## src/gauge_regs.svh

```systemverilog
// register offsets, field positions, reset values and timing counts
// assumes a 50 MHz core clock and a word-addressed avalon-mm slave
`ifndef GAUGE_REGS_SVH
`define GAUGE_REGS_SVH

// word indices (byte address = 4 * index)
`define REG_CONTROL        6'h00
`define REG_CURRENT        6'h01
`define REG_TEMPERATURE    6'h02
`define REG_VOLTAGE        6'h03
`define REG_FLAGS          6'h04
`define REG_IRQ            6'h05
`define REG_SOC            6'h06
`define REG_DESIGN_CAP     6'h07
`define REG_ALERT_EN       6'h08
`define REG_MODE_CFG       6'h09
`define REG_AVG_VOLTAGE    6'h0A
`define REG_AVG_CURRENT    6'h0B
`define REG_AVG_TEMP       6'h0C
`define REG_STATUS         6'h0D
`define REG_DEVICE_ID      6'h0E

// reset values and command codes
`define DESIGN_CAP_RST     16'h07D0
`define QUICK_SENSE_CMD    16'h4000
`define SHUTDOWN_CMD_SCL   16'h0030
`define SHUTDOWN_CMD_ATTN  16'h0031
`define SLEEP_ENTER_CMD    16'h0020
`define SLEEP_EXIT_CMD     16'h0021
`define SLEEP_MULT_RST     5'h04
`define DEVICE_ID_VAL      16'h5A5A  // arbitrary value

// mode_cfg field positions
`define CFG_SLEEP_EN       0
`define CFG_SHDN_EN        1
`define CFG_TEMP_EXT       2
`define CFG_NOTIFY_EN      3
`define CFG_MULT_LSB       8
`define CFG_DELAY_LSB      16

// timing
`define CLK_HZ             50000000
`define FIRST_MS           250
`define PERIOD_MS          1000
`define WAKE_US            20
`define FIRST_CYC          (`CLK_HZ / 1000 * `FIRST_MS)
`define PERIOD_CYC         (`CLK_HZ / 1000 * `PERIOD_MS)
`define WAKE_CYC           ((`CLK_HZ / 1000000) * `WAKE_US)
`define SEC_CYC            `CLK_HZ

`endif

```

## src/gauge_pkg.sv

```systemverilog
// types shared by the gauge control block
// assumes gauge_regs.svh is compiled alongside
package gauge_pkg;
    // power states of the measurement sequencer
    typedef enum logic [2:0] {
        PM_STARTUP,
        PM_ACTIVE,
        PM_SLEEP,
        PM_SHDN_WAIT,
        PM_SHUTDOWN
    } power_mode_t;
endpackage

```

## src/gauge_ctrl.sv

```systemverilog
// gauge control: measurement schedule, power modes, alert engine
// assumes converter results on same clock, scl/attn pins asynchronous
`include "gauge_regs.svh"

// What this block does
// (RULE1) voltage reported at one millivolt per lsb
// (RULE2) first result 250 ms, then every second
// (RULE3) voltage refreshed one second after sleep exit
// (RULE4) signed current at one milliampere per lsb
// (RULE5) temperature from thermistor or on-chip sensor
// (RULE6) design capacity resets 0x07D0, only host writes
// (RULE7) charge percent read-only, first at 250 ms
// (RULE8) initial charge from voltage, then gradual
// (RULE9) active, sleep, shutdown; active after reset
// (RULE10) active mode refreshes all results every second
// (RULE11) sleep period two to sixteen, default four
// (RULE12) sleep by command or self detection once enabled
// (RULE13) shutdown drops regulator and working data
// (RULE14) shutdown needs enable, command, then delay
// (RULE15) wake on rising edge of selected pin
// (RULE16) command 0x4000 restarts sensing and estimate
// (RULE17) nine alert conditions are provided
// (RULE18) alert inactive until enable or threshold written
// (RULE19) flag follows condition only while enabled
// (RULE20) irq set only on flag change with notify
// (RULE21) irq and pin clear only on irq read or on wake from shutdown
// (RULE22) disabling an alert clears its flag
// (RULE23) attention pin open drain, pulls low only
// (RULE24) wake pin low at least 20 us first
// (RULE25) shutdown delay one to 256 seconds
// (RULE26) wake restarts power-up sequence in active mode
module gauge_ctrl
    import gauge_pkg::*;
#(
    parameter int unsigned PERIOD_CYCLES = `PERIOD_CYC,
    parameter int unsigned FIRST_CYCLES  = `FIRST_CYC,
    parameter int unsigned SEC_CYCLES    = `SEC_CYC
) (
    // clock and reset
    input  wire logic        i_clk,
    input  wire logic        i_rst,
    // avalon-mm slave
    input  wire logic [5:0]  i_address,
    input  wire logic        i_read,
    input  wire logic        i_write,
    input  wire logic [31:0] i_writedata,
    input  wire logic [3:0]  i_byteenable,
    output logic      [31:0] o_readdata,
    output logic             o_waitrequest,
    // converter results, same clock
    input  wire logic [15:0] i_adc_voltage,
    input  wire logic [15:0] i_adc_current,
    input  wire logic [15:0] i_adc_temp_ext,
    input  wire logic [15:0] i_adc_temp_int,
    input  wire logic [7:0]  i_est_soc,
    input  wire logic [7:0]  i_ocv_soc,
    input  wire logic        i_idle_detect,
    // alert conditions and threshold writes, same clock
    input  wire logic [8:0]  i_alert_cond,
    input  wire logic [8:0]  i_thresh_written,
    // pins, asynchronous
    input  wire logic        i_scl,
    input  wire logic        i_attn,
    output logic             o_attn_n_o,
    output logic             o_attn_n_oe,
    // power and converter control
    output logic             o_regulator_on,
    output logic             o_convert
);

    ////////////////////////////////////////////////////////////////////////
    // state
    typedef struct packed {
        power_mode_t mode;          // power state
        logic [31:0] tick;          // cycles into current period
        logic [4:0]  sleep_mult;    // sleep period in active periods
        logic [4:0]  sleep_cnt;     // active periods elapsed in sleep
        logic [8:0]  shdn_secs;     // seconds left before shutdown, minus one
        logic        wake_sel;      // 0 scl, 1 attention pin
        logic [15:0] low_cnt;       // wake pin low duration
        logic [1:0]  scl_s;         // scl synchroniser
        logic [1:0]  attn_s;        // attention synchroniser

        logic        sleep_en;      // sleep function enabled
        logic        shdn_en;       // shutdown function enabled
        logic        temp_ext;      // thermistor source
        logic        notify_en;     // irq notify enable
        logic [8:0]  shdn_delay;    // delay minus one, seconds

        logic [8:0]  alert_en;      // per-alert enable
        logic [8:0]  flags;         // per-alert flag
        logic        irq;           // sticky interrupt

        logic [15:0] voltage;       // mV
        logic [15:0] current;       // mA signed
        logic [15:0] temp;          // result
        logic [15:0] avg_v;
        logic [15:0] avg_i;
        logic [15:0] avg_t;
        logic [7:0]  soc;           // percent
        logic [15:0] design_cap;    // mAh

        logic        convert;       // one-cycle conversion strobe
        logic        ack;           // bus answer phase
        logic [31:0] rdata;
    } state_t;

    state_t s_q, s_d;

    // running average of two samples
    function automatic logic [15:0] avg2(input logic [15:0] a, input logic [15:0] b);
        logic [16:0] sum;
        sum = {a[15], a} + {b[15], b};
        return sum[16:1];
    endfunction

    logic        access;    // bus request taken this cycle
    logic        period_end;

    ////////////////////////////////////////////////////////////////////////
    // next-state logic
    always_comb begin
        s_d         = s_q;
        s_d.convert = 1'b0;
        // two-flop pin sync
        s_d.scl_s   = {s_q.scl_s[0], i_scl};
        s_d.attn_s  = {s_q.attn_s[0], i_attn};

        // one answer per request
        access      = (i_read | i_write) & ~s_q.ack;
        s_d.ack     = access;

        period_end  = 1'b0;

        // measurement schedule
        s_d.tick = s_q.tick + 32'h1;

        case (s_q.mode)
            PM_STARTUP: begin
                if (s_q.tick == FIRST_CYCLES - 1) begin
                    // first conversion and voltage-only estimate [RULE2] [RULE8] [RULE7]
                    s_d.tick    = 32'h0;
                    s_d.voltage = i_adc_voltage;          // [RULE1]
                    s_d.avg_v   = i_adc_voltage;
                    s_d.soc     = i_ocv_soc;
                    s_d.convert = 1'b1;
                    s_d.mode    = PM_ACTIVE;              // [RULE9]
                end
            end

            PM_ACTIVE, PM_SLEEP, PM_SHDN_WAIT: begin
                // one active period elapsed
                if (s_q.tick == PERIOD_CYCLES - 1) begin
                    s_d.tick = 32'h0;
                    // sleep stretches period by multiplier [RULE11]
                    if (s_q.mode == PM_SLEEP && s_q.sleep_cnt != s_q.sleep_mult - 5'h1) begin
                        s_d.sleep_cnt = s_q.sleep_cnt + 5'h1;
                    end else begin
                        period_end    = 1'b1;
                        s_d.sleep_cnt = 5'h0;
                    end
                    // seconds of shutdown delay [RULE14] [RULE25]
                    if (s_q.mode == PM_SHDN_WAIT) begin
                        if (s_q.shdn_secs == 9'h0) begin
                            s_d.mode = PM_SHUTDOWN;       // [RULE13]
                        end else begin
                            s_d.shdn_secs = s_q.shdn_secs - 9'h1;
                        end
                    end
                end
                if (period_end) begin
                    // results written only at period end [RULE2] [RULE10]
                    s_d.convert = 1'b1;
                    s_d.voltage = i_adc_voltage;
                    s_d.current = i_adc_current;          // [RULE4]
                    s_d.temp    = s_q.temp_ext ? i_adc_temp_ext : i_adc_temp_int; // [RULE5]
                    s_d.avg_v   = avg2(s_q.avg_v, i_adc_voltage);
                    s_d.avg_i   = avg2(s_q.avg_i, i_adc_current);
                    s_d.avg_t   = avg2(s_q.avg_t, s_d.temp);
                    s_d.soc     = i_est_soc;              // gradual estimate [RULE8]
                end

                // self detection of idle enters/leaves sleep [RULE12]
                if (s_q.sleep_en && s_q.mode == PM_ACTIVE && i_idle_detect && period_end) begin
                    s_d.mode = PM_SLEEP;
                end else if (s_q.mode == PM_SLEEP && !i_idle_detect) begin
                    s_d.mode = PM_ACTIVE;                 // [RULE3]
                    s_d.tick = 32'h0;
                    s_d.sleep_cnt = 5'h0;
                end
            end

            PM_SHUTDOWN: begin
                // wake on rising edge after long enough low [RULE15] [RULE24]
                s_d.tick = 32'h0;

                // selected pin low time
                if (!(s_q.wake_sel ? s_q.attn_s[1] : s_q.scl_s[1])) begin
                    if (s_q.low_cnt != 16'hFFFF) s_d.low_cnt = s_q.low_cnt + 16'h1;
                end else begin
                    s_d.low_cnt = 16'h0;
                    if (s_q.low_cnt >= 16'(`WAKE_CYC)) begin
                        // volatile data lost, restart power-up [RULE26] [RULE13]
                        s_d.mode       = PM_STARTUP;
                        s_d.flags      = 9'h0;
                        s_d.irq        = 1'b0;
                        s_d.alert_en   = 9'h0;
                        s_d.notify_en  = 1'b0;
                        s_d.design_cap = `DESIGN_CAP_RST;
                        s_d.shdn_en    = 1'b0;
                        s_d.sleep_en   = 1'b0;
                        s_d.sleep_mult = `SLEEP_MULT_RST;
                        s_d.temp_ext   = 1'b0;
                        s_d.shdn_delay = 9'h0;
                    end
                end
            end

            default: s_d.mode = PM_STARTUP;
        endcase

        // alert flags follow condition while enabled [RULE17] [RULE19]
        s_d.flags = s_d.flags & s_q.alert_en & s_d.alert_en;

        if (s_q.mode != PM_SHUTDOWN) begin
            s_d.flags = i_alert_cond & s_q.alert_en;
            // threshold writes enable an alert too [RULE18]
            s_d.alert_en = s_q.alert_en | i_thresh_written;
        end

        // register writes
        if (access && i_write && s_q.mode != PM_SHUTDOWN) begin
            if (i_address == `REG_CONTROL) begin
                if (i_writedata[15:0] == `QUICK_SENSE_CMD) begin
                    // restart sensing and estimate [RULE16]
                    s_d.mode = PM_STARTUP;
                    s_d.tick = 32'h0;
                end else if (i_writedata[15:0] == `SLEEP_ENTER_CMD && s_q.sleep_en) begin
                    s_d.mode = PM_SLEEP;                  // [RULE12]
                end else if (i_writedata[15:0] == `SLEEP_EXIT_CMD && s_q.mode == PM_SLEEP) begin
                    s_d.mode = PM_ACTIVE;
                    s_d.tick = 32'h0;
                end else if (s_q.shdn_en && (i_writedata[15:0] == `SHUTDOWN_CMD_SCL
                             || i_writedata[15:0] == `SHUTDOWN_CMD_ATTN)) begin
                    // enable first, then command [RULE14]
                    s_d.mode      = PM_SHDN_WAIT;
                    s_d.wake_sel  = i_writedata[0];
                    s_d.shdn_secs = s_q.shdn_delay;
                    s_d.tick      = 32'h0;
                end
            end else if (i_address == `REG_DESIGN_CAP) begin
                if (i_byteenable[0]) s_d.design_cap[7:0]  = i_writedata[7:0];   // [RULE6]
                if (i_byteenable[1]) s_d.design_cap[15:8] = i_writedata[15:8];
            end else if (i_address == `REG_ALERT_EN && i_byteenable[1:0] == 2'b11) begin
                s_d.alert_en = i_writedata[8:0];
                s_d.flags    = s_d.flags & i_writedata[8:0]; // [RULE22]
            end else if (i_address == `REG_MODE_CFG && i_byteenable == 4'hF) begin
                s_d.sleep_en  = i_writedata[`CFG_SLEEP_EN];
                s_d.shdn_en   = i_writedata[`CFG_SHDN_EN];
                s_d.temp_ext  = i_writedata[`CFG_TEMP_EXT];
                s_d.notify_en = i_writedata[`CFG_NOTIFY_EN]; // clearing leaves irq [RULE21]
                if (i_writedata[`CFG_MULT_LSB +: 5] >= 5'h2 && i_writedata[`CFG_MULT_LSB +: 5] <= 5'h10) begin
                    s_d.sleep_mult = i_writedata[`CFG_MULT_LSB +: 5]; // [RULE11]
                end
                s_d.shdn_delay = {1'b0, i_writedata[`CFG_DELAY_LSB +: 8]}; // 1..256 s [RULE25]
            end
        end

        // read clear of irq, before set so a new change wins [RULE21]
        if (access && i_read && i_address == `REG_IRQ) s_d.irq = 1'b0;

        // irq on flag change under notify only [RULE20]
        if (s_q.notify_en && (s_d.flags != s_q.flags)) s_d.irq = 1'b1;

        // read data
        if (access && i_read) begin
            if (i_address == `REG_CONTROL)          s_d.rdata = {29'h0, s_q.mode};
            else if (i_address == `REG_CURRENT)     s_d.rdata = {16'h0, s_q.current};
            else if (i_address == `REG_TEMPERATURE) s_d.rdata = {16'h0, s_q.temp};
            else if (i_address == `REG_VOLTAGE)     s_d.rdata = {16'h0, s_q.voltage};
            else if (i_address == `REG_FLAGS)       s_d.rdata = {23'h0, s_q.flags};
            else if (i_address == `REG_IRQ)         s_d.rdata = {31'h0, s_q.irq};
            else if (i_address == `REG_SOC)         s_d.rdata = {24'h0, s_q.soc};
            else if (i_address == `REG_DESIGN_CAP)  s_d.rdata = {16'h0, s_q.design_cap};
            else if (i_address == `REG_ALERT_EN)    s_d.rdata = {23'h0, s_q.alert_en};
            else if (i_address == `REG_MODE_CFG)
                s_d.rdata = {8'h0, s_q.shdn_delay[7:0], 3'h0, s_q.sleep_mult, 4'h0,
                             s_q.notify_en, s_q.temp_ext, s_q.shdn_en, s_q.sleep_en};
            else if (i_address == `REG_AVG_VOLTAGE) s_d.rdata = {16'h0, s_q.avg_v};
            else if (i_address == `REG_AVG_CURRENT) s_d.rdata = {16'h0, s_q.avg_i};
            else if (i_address == `REG_AVG_TEMP)    s_d.rdata = {16'h0, s_q.avg_t};
            else if (i_address == `REG_STATUS)      s_d.rdata = {28'h0, s_q.wake_sel, s_q.mode};
            else if (i_address == `REG_DEVICE_ID)   s_d.rdata = {16'h0, `DEVICE_ID_VAL}; // arbitrary
            else                                    s_d.rdata = 32'h0;
        end
    end

    ////////////////////////////////////////////////////////////////////////
    // state register
    always_ff @(posedge i_clk or posedge i_rst) begin
        if (i_rst) begin
            s_q            <= '0;
            s_q.mode       <= PM_STARTUP;                 // [RULE9]
            s_q.sleep_mult <= `SLEEP_MULT_RST;
            s_q.design_cap <= `DESIGN_CAP_RST;            // [RULE6]
        end else begin
            s_q <= s_d;
        end
    end

    ////////////////////////////////////////////////////////////////////////
    // outputs, all from flops
    assign o_readdata     = s_q.rdata;
    assign o_waitrequest  = ~s_q.ack;

    assign o_attn_n_o     = 1'b0;       // pull low only [RULE23]
    assign o_attn_n_oe    = s_q.irq;    // [RULE23]

    assign o_regulator_on = (s_q.mode != PM_SHUTDOWN);
    assign o_convert      = s_q.convert;

    ////////////////////////////////////////////////////////////////////////
    // checks
    property p_irq_only_notify;
        @(posedge i_clk) disable iff (i_rst)
        $rose(s_q.irq) |-> $past(s_q.notify_en);
    endproperty
    a_irq_only_notify: assert property (p_irq_only_notify) else $error("irq set without notify"); // [RULE20]

    property p_irq_hold;
        @(posedge i_clk) disable iff (i_rst)
        $fell(s_q.irq) |-> $past(access && i_read && i_address == `REG_IRQ) || s_q.mode == PM_STARTUP;
    endproperty
    a_irq_hold: assert property (p_irq_hold) else $error("irq cleared without read"); // [RULE21]

    property p_flag_gated;
        @(posedge i_clk) disable iff (i_rst)
        (s_q.flags & ~s_q.alert_en) == 9'h0;
    endproperty
    a_flag_gated: assert property (p_flag_gated) else $error("flag set while disabled"); // [RULE19]

    property p_pin_low_only;
        @(posedge i_clk) disable iff (i_rst)
        o_attn_n_o == 1'b0 && o_attn_n_oe == s_q.irq;
    endproperty
    a_pin_low_only: assert property (p_pin_low_only) else $error("attention pin driven high"); // [RULE23]

    property p_first_at_startup;
        @(posedge i_clk) disable iff (i_rst)
        (s_q.mode == PM_STARTUP && s_d.mode == PM_ACTIVE) |=> o_convert;
    endproperty
    a_first_at_startup: assert property (p_first_at_startup) else $error("no first conversion"); // [RULE2]

    property p_shdn_needs_wait;
        @(posedge i_clk) disable iff (i_rst)
        $rose(s_q.mode == PM_SHUTDOWN) |-> $past(s_q.mode) == PM_SHDN_WAIT;
    endproperty
    a_shdn_needs_wait: assert property (p_shdn_needs_wait) else $error("shutdown without delay"); // [RULE14]

    property p_mult_range;
        @(posedge i_clk) disable iff (i_rst)
        s_q.sleep_mult >= 5'h2 && s_q.sleep_mult <= 5'h10;
    endproperty
    a_mult_range: assert property (p_mult_range) else $error("sleep multiplier out of range"); // [RULE11]

    property p_wake_low;
        @(posedge i_clk) disable iff (i_rst)
        (s_q.mode == PM_SHUTDOWN && s_d.mode == PM_STARTUP) |-> s_q.low_cnt >= 16'(`WAKE_CYC);
    endproperty
    a_wake_low: assert property (p_wake_low) else $error("wake with short low"); // [RULE24]

endmodule

```

## config.mk

```make
export PLATFORM = sky130hd
export DESIGN_NAME = gauge_ctrl
export DESIGN_NICKNAME = d
export VERILOG_FILES = /design/src/gauge_pkg.sv /design/src/gauge_ctrl.sv
export VERILOG_INCLUDE_DIRS = /design/src
export SDC_FILE = /design/constraint.sdc
export NUM_CORES = 1
export LEC_CHECK = 0
export BUFFER_PORTS_ARGS = -buffer_cell sky130_fd_sc_hd__buf_2
export CAP_MARGIN = 20
export CORE_MARGIN = 4
export CORE_UTILIZATION = 40
export CTS_BUF_LIST = sky130_fd_sc_hd__clkbuf_8
export CTS_CLUSTER_SIZE = 10
export DETAILED_ROUTE_END_ITERATION = 10
export GPL_TIMING_DRIVEN = 0
export SLEW_MARGIN = 20
export SYNTH_ARGS = -nofsm -noshare
export SYNTH_HDL_FRONTEND = slang
export SYNTH_SLANG_ARGS = --single-unit
```

## constraint.sdc

```tcl
create_clock -name i_clk -period 22 [get_ports i_clk]
set_input_delay 2.2 -clock i_clk [delete_from_list [all_inputs] [get_ports i_clk]]
set_output_delay 2.2 -clock i_clk [all_outputs]
set_load 0.02 [all_outputs]
```

# Word level (Yosys, flattened, before mapping)
# Index checks and enable logic that the tools add are counted.
# op_classes
add_sub_neg	8
n_lt_le_gt_ge	3
eq_ne	33
n_mux	91
bitwise	11
reduce_logical	32
# ops
op	n
$mux W35	8
$mux W24	10
$mux W16	13
$mux W32	5
$mux W104	1
$pmux W32 S3	1
$mux W31	3
$eq A16 B6 Y1 const B	4
$pmux W16 S2	2
$mux W10	6
$mux W5	11
$add A16 B16 Y17	3
$eq A6 B4 Y1 const B	7
$mux W40	1
$and A9 B9 Y9	4
$mux W18	2
$add A32 B1 Y32 const B	1
$eq A32 B24 Y1 const B	1
$eq A32 B26 Y1 const B	1
$mux W15	2
$mux W9	3
$mux W13	2
$eq A6 B3 Y1 const B	4
$mux W8	3
other kinds (42)	80
# totals
regBits	261
output_inout_bits	37
wordCells	206

# Logic depth before layout (Yosys ltp)
# logic_depth
ltp_word	16
mapped_depth	13
mapped_depth_nobuf	11

# Worst setup path before layout
# Ideal clock, no wire load.
# synth_path
path_kind	input to register
start	input port i_adc_temp_ext[0]
end	register s_q[71] (netlist bit)
t_arrival_ns	4.374
slack_ns	17.557
path_stages	11
n_path_buf	0
path_cell_list	mux2i_1 nand2b_1 fa_1 nor2b_1 o21ai_0 nand2b_1 a211oi_1 o31ai_1 a211oi_1 or4b_1 nand3_1
# synth_via
elab_chain_len	2
# synth_rtl
element	line	rtl
start, declared	gauge_ctrl.sv:53	input wire logic [15:0] i_adc_temp_ext,
$mux W16	gauge_ctrl.sv:176	s_d.temp = s_q.temp_ext ? i_adc_temp_ext : i_adc_temp_int;
$add A16 B16 Y17	gauge_ctrl.sv:113	sum = {a[15], a} + {b[15], b};
end, declared	gauge_ctrl.sv:108	state_t s_q, s_d;
# No other way between the ends.
# A chain may end at the register's enable or synchronous reset.

# Worst setup path in the final report
# layout_path
start	register s_q[259] (netlist bit)
end	output port o_regulator_on
# layout_via
elab_chain_len	1
# layout_rtl
element	line	rtl
$ne A3 B3 Y1	gauge_ctrl.sv:319	assign o_regulator_on = (s_q.mode != PM_SHUTDOWN);
end, declared	gauge_ctrl.sv:67	output logic o_regulator_on,
# No other way between the ends.

==> reports/qor.yml <==
outcome: "complete, no violations"
cts.clk_slew.worst_paths_ns: 0.06
wl_per_cell_um: 20.83
dp.cells: 2256
finalWorstPathRequiredPeriod_ns: 4.779
worstPathRequired_ns: 19.80
drv_cap: 0
async_reset_ff_share_pct: 100.0
start_kind: "register"
die_w_um: 199.5
synth.area.top_cells: "dfrtp_1 42%, nand2_1 6.9%, ha_1 4.3%"
grtUsageTotal_pct: 24.15
num_io_pins: 184
timing.rr.start: "s_q[183]$_DFF_PP0_"
rrSetupSlack_ns: 17.68
ff2ff_path_depth: 13
yosysMostFrequentCell: "nand2_1"
syn_avg_cell_area_um2: 9.041
p_comb_share_pct: 11.7
min-delay-start: "s_d[189]$_DFF_PP0_"
utilization_pct: 47.50
worstMarginPinSlew_ns: 1.046
htree_levels: 2
ys_ff_latch: 253
seq_area_mm2: 0.006340
fillers: 3536
synth_common_cells: "270 x nand2_1, 246 x dfrtp_1, 143 x nor2_1"
r2r_end: "s_q[72]$_DFFE_PP0P_"
dp_hpwl_mm: 37.65
p_sw_w: 0.0002863
synth_top_area_share_pct: 41.95
leakage_nw: 7.771
place_area_mm2: 0.01616
hold_viol: 0
yosysTopAreaCell: "dfrtp_1"
finish.instance_area_mm2: 0.01706
postCtsHoldBufs: 0
ctsRootBufferMaster: "clkbuf_8"
start_util_pct: 40.86
post-cts-setup-buffer-count: 0
multi_input_area_mm2: 0.007709
post_synth_num_cell_types: 92
crit_path_end: "o_regulator_on"
post-route-period-util_pct: 21.72
cts.repair.resized: 0
power.internal_w: 0.0007652
routed_wl_mm: 48.74
power_frac_seq_pct: 46.3
end_kind: "output port"
place.gp.congestion: 0.9420
yosysSeqAreaShare_pct: 43.20
fin_worst_skew_ns: 0.02938
rsz0062_at_grt: "no"
drt_iter0_drc: 1167
dieArea_mm2: 0.03981
synth_cells: 1623
worstHoldPathType: "reg2reg"
yosysWarnings: 0
syn_area_mm2: 0.01467
synth_edf_count: 0
io_buffers: 162
overflow: 0
drc_errors: 0
power.density_mw_per_mm2: 61.65
cp_max_fo: 10
setup_viol: 0
arrival_ns: 2.58
drt_pre_antenna_iters: 5
vdd_ir_drop_max_mv: 0.04139
netSwitchingFraction_pct: 27.23
synth_ff_type: "dfrtp_1"
num_vias: 13123
final_cells: 2340
maxSlewViolCount: 0
die_y_um: 199.5
setup_tns_ns: 0
detail-route-antenna-nets: 0
row_count: 69
cts_tree: "yes"
pwr-share-clk_pct: 42.0
avgViaCountPerCell: 5.608
nNetsFinal: 2044
grt_pass1_vias: 12757
grt_max_degree: 101
antenna_found_initial: 3
drive_gt1_share_pct: 18.60
cts_buffer_depth: 3
fmax_mhz: 209.3
clkSinkCount: 253
insertion_delay_ns: 0.62
area_delta_synth_final_pct: 16.24
cts_buffers: 46
crit_type: "reg2out"
core_area_mm2: 0.03591
grt_pass1_wl_mm: 74.27
slew_headroom_pct: 29.76
crit_start: "s_q[259]$_DFF_PP0_"
## per-stage QoR
stage | worst slack [ns] | hold WS [ns] | total power [W]
CTS | 17.18 | 0.3556 | 0.001063
finish | 17.22 | 0.3526 | 0.001052
global route | 17.08 | 0.3571 | 0.001097
detailed placement | 16.92 | 0.3419 | 0.0006165
floorplan | 12.85 | 0.3312 | 0.0005700
global placement | 9.704 | 0.3364 | 0.0006133
## cells in the final DEF, fill, tap and decap left out, drive strengths merged, types with 48 or more instances in the layout
cell type / synthesis / routed
a21oi: 90 / 90
ha: 51 / 51
clkbuf: 38 / 90
inv: 39 / 61
dfrtp: 246 / 246
o21ai: 132 / 132
nor2: 147 / 147
nor3: 48 / 48
nand2: 270 / 270
buf: 57 / 221
## area by class of cell
class | instances | share of cell area (%)
buffer | 95 | 3.044
multi-input combinational | 1244 | 45.19
sequential | 253 | 37.17
clock buffer | 52 | 4.196
clock inverter | 29 | 0.9976
tap | 461 | 3.382
inverter | 39 | 0.9022
timing repair buffer | 164 | 5.076
antenna | 3 | 0.04401
## per-layer routing
layer | part of all wire [%] | vias up | global-route usage (%)
met1 | 46 | 6335 | 34.24
li1 | - | 6266 | -
met4 | 2.5 | 0 | 7.673
met5 | 0 | - | 0
met2 | 45 | 436 | 37.23
met3 | 7.2 | 86 | 4.991
## flip-flops by register name, indices dropped and copies added (netlist names)
name,flops
s_q,225
o_readdata,24
s_d,2
o_attn_n_oe,1
o_convert,1
## critical path, stage by stage (launching register included)
cell,delay [ns]
dfrtp_1,0.44
nor3b_4,0.55
inv_2,0.12
clkbuf_1,0.29
clkbuf_1,0.33
buf_2,0.24
## cell families after synthesis
family | synth area share (%)
AOI/OAI and AO/OA | 18.27
xor gates and xnor gates | 5.193
adders and majority gates | 4.758
buffers and inverters | 4.536
DFF | 43.20
muxes | 3.428
other | 0.02556
and+or+nand+nor | 20.58
## how the worst min path moves through the flow
| stage | endpoint | slack, ns | depth (start not counted) |
|---|---|---|---|
| final | s_q[189]$_DFF_PP0_ | 0.35 | 0 |
| after detailed placement | s_q[189]$_DFF_PP0_ | 0.34 | 0 |
| after global routing | s_q[189]$_DFF_PP0_ | 0.36 | 0 |
| after global placement | s_q[187]$_DFF_PP0_ | 0.34 | 0 |
| after floorplan | s_q[187]$_DFF_PP0_ | 0.33 | 0 |
| after CTS | s_q[189]$_DFF_PP0_ | 0.36 | 0 |
## power groups by stage
stage	sequential [W]	combinational, W	clock [W]
after floorplan	0.000491	0.0000793	0
after global placement	0.000495	0.000118	0
after detailed placement	0.000495	0.000122	0
after CTS	0.000487	0.000122	0.000454
after global routing	0.000488	0.000136	0.000473
final	0.000487	0.000123	0.000442
(Power assumes the default switching activity.)
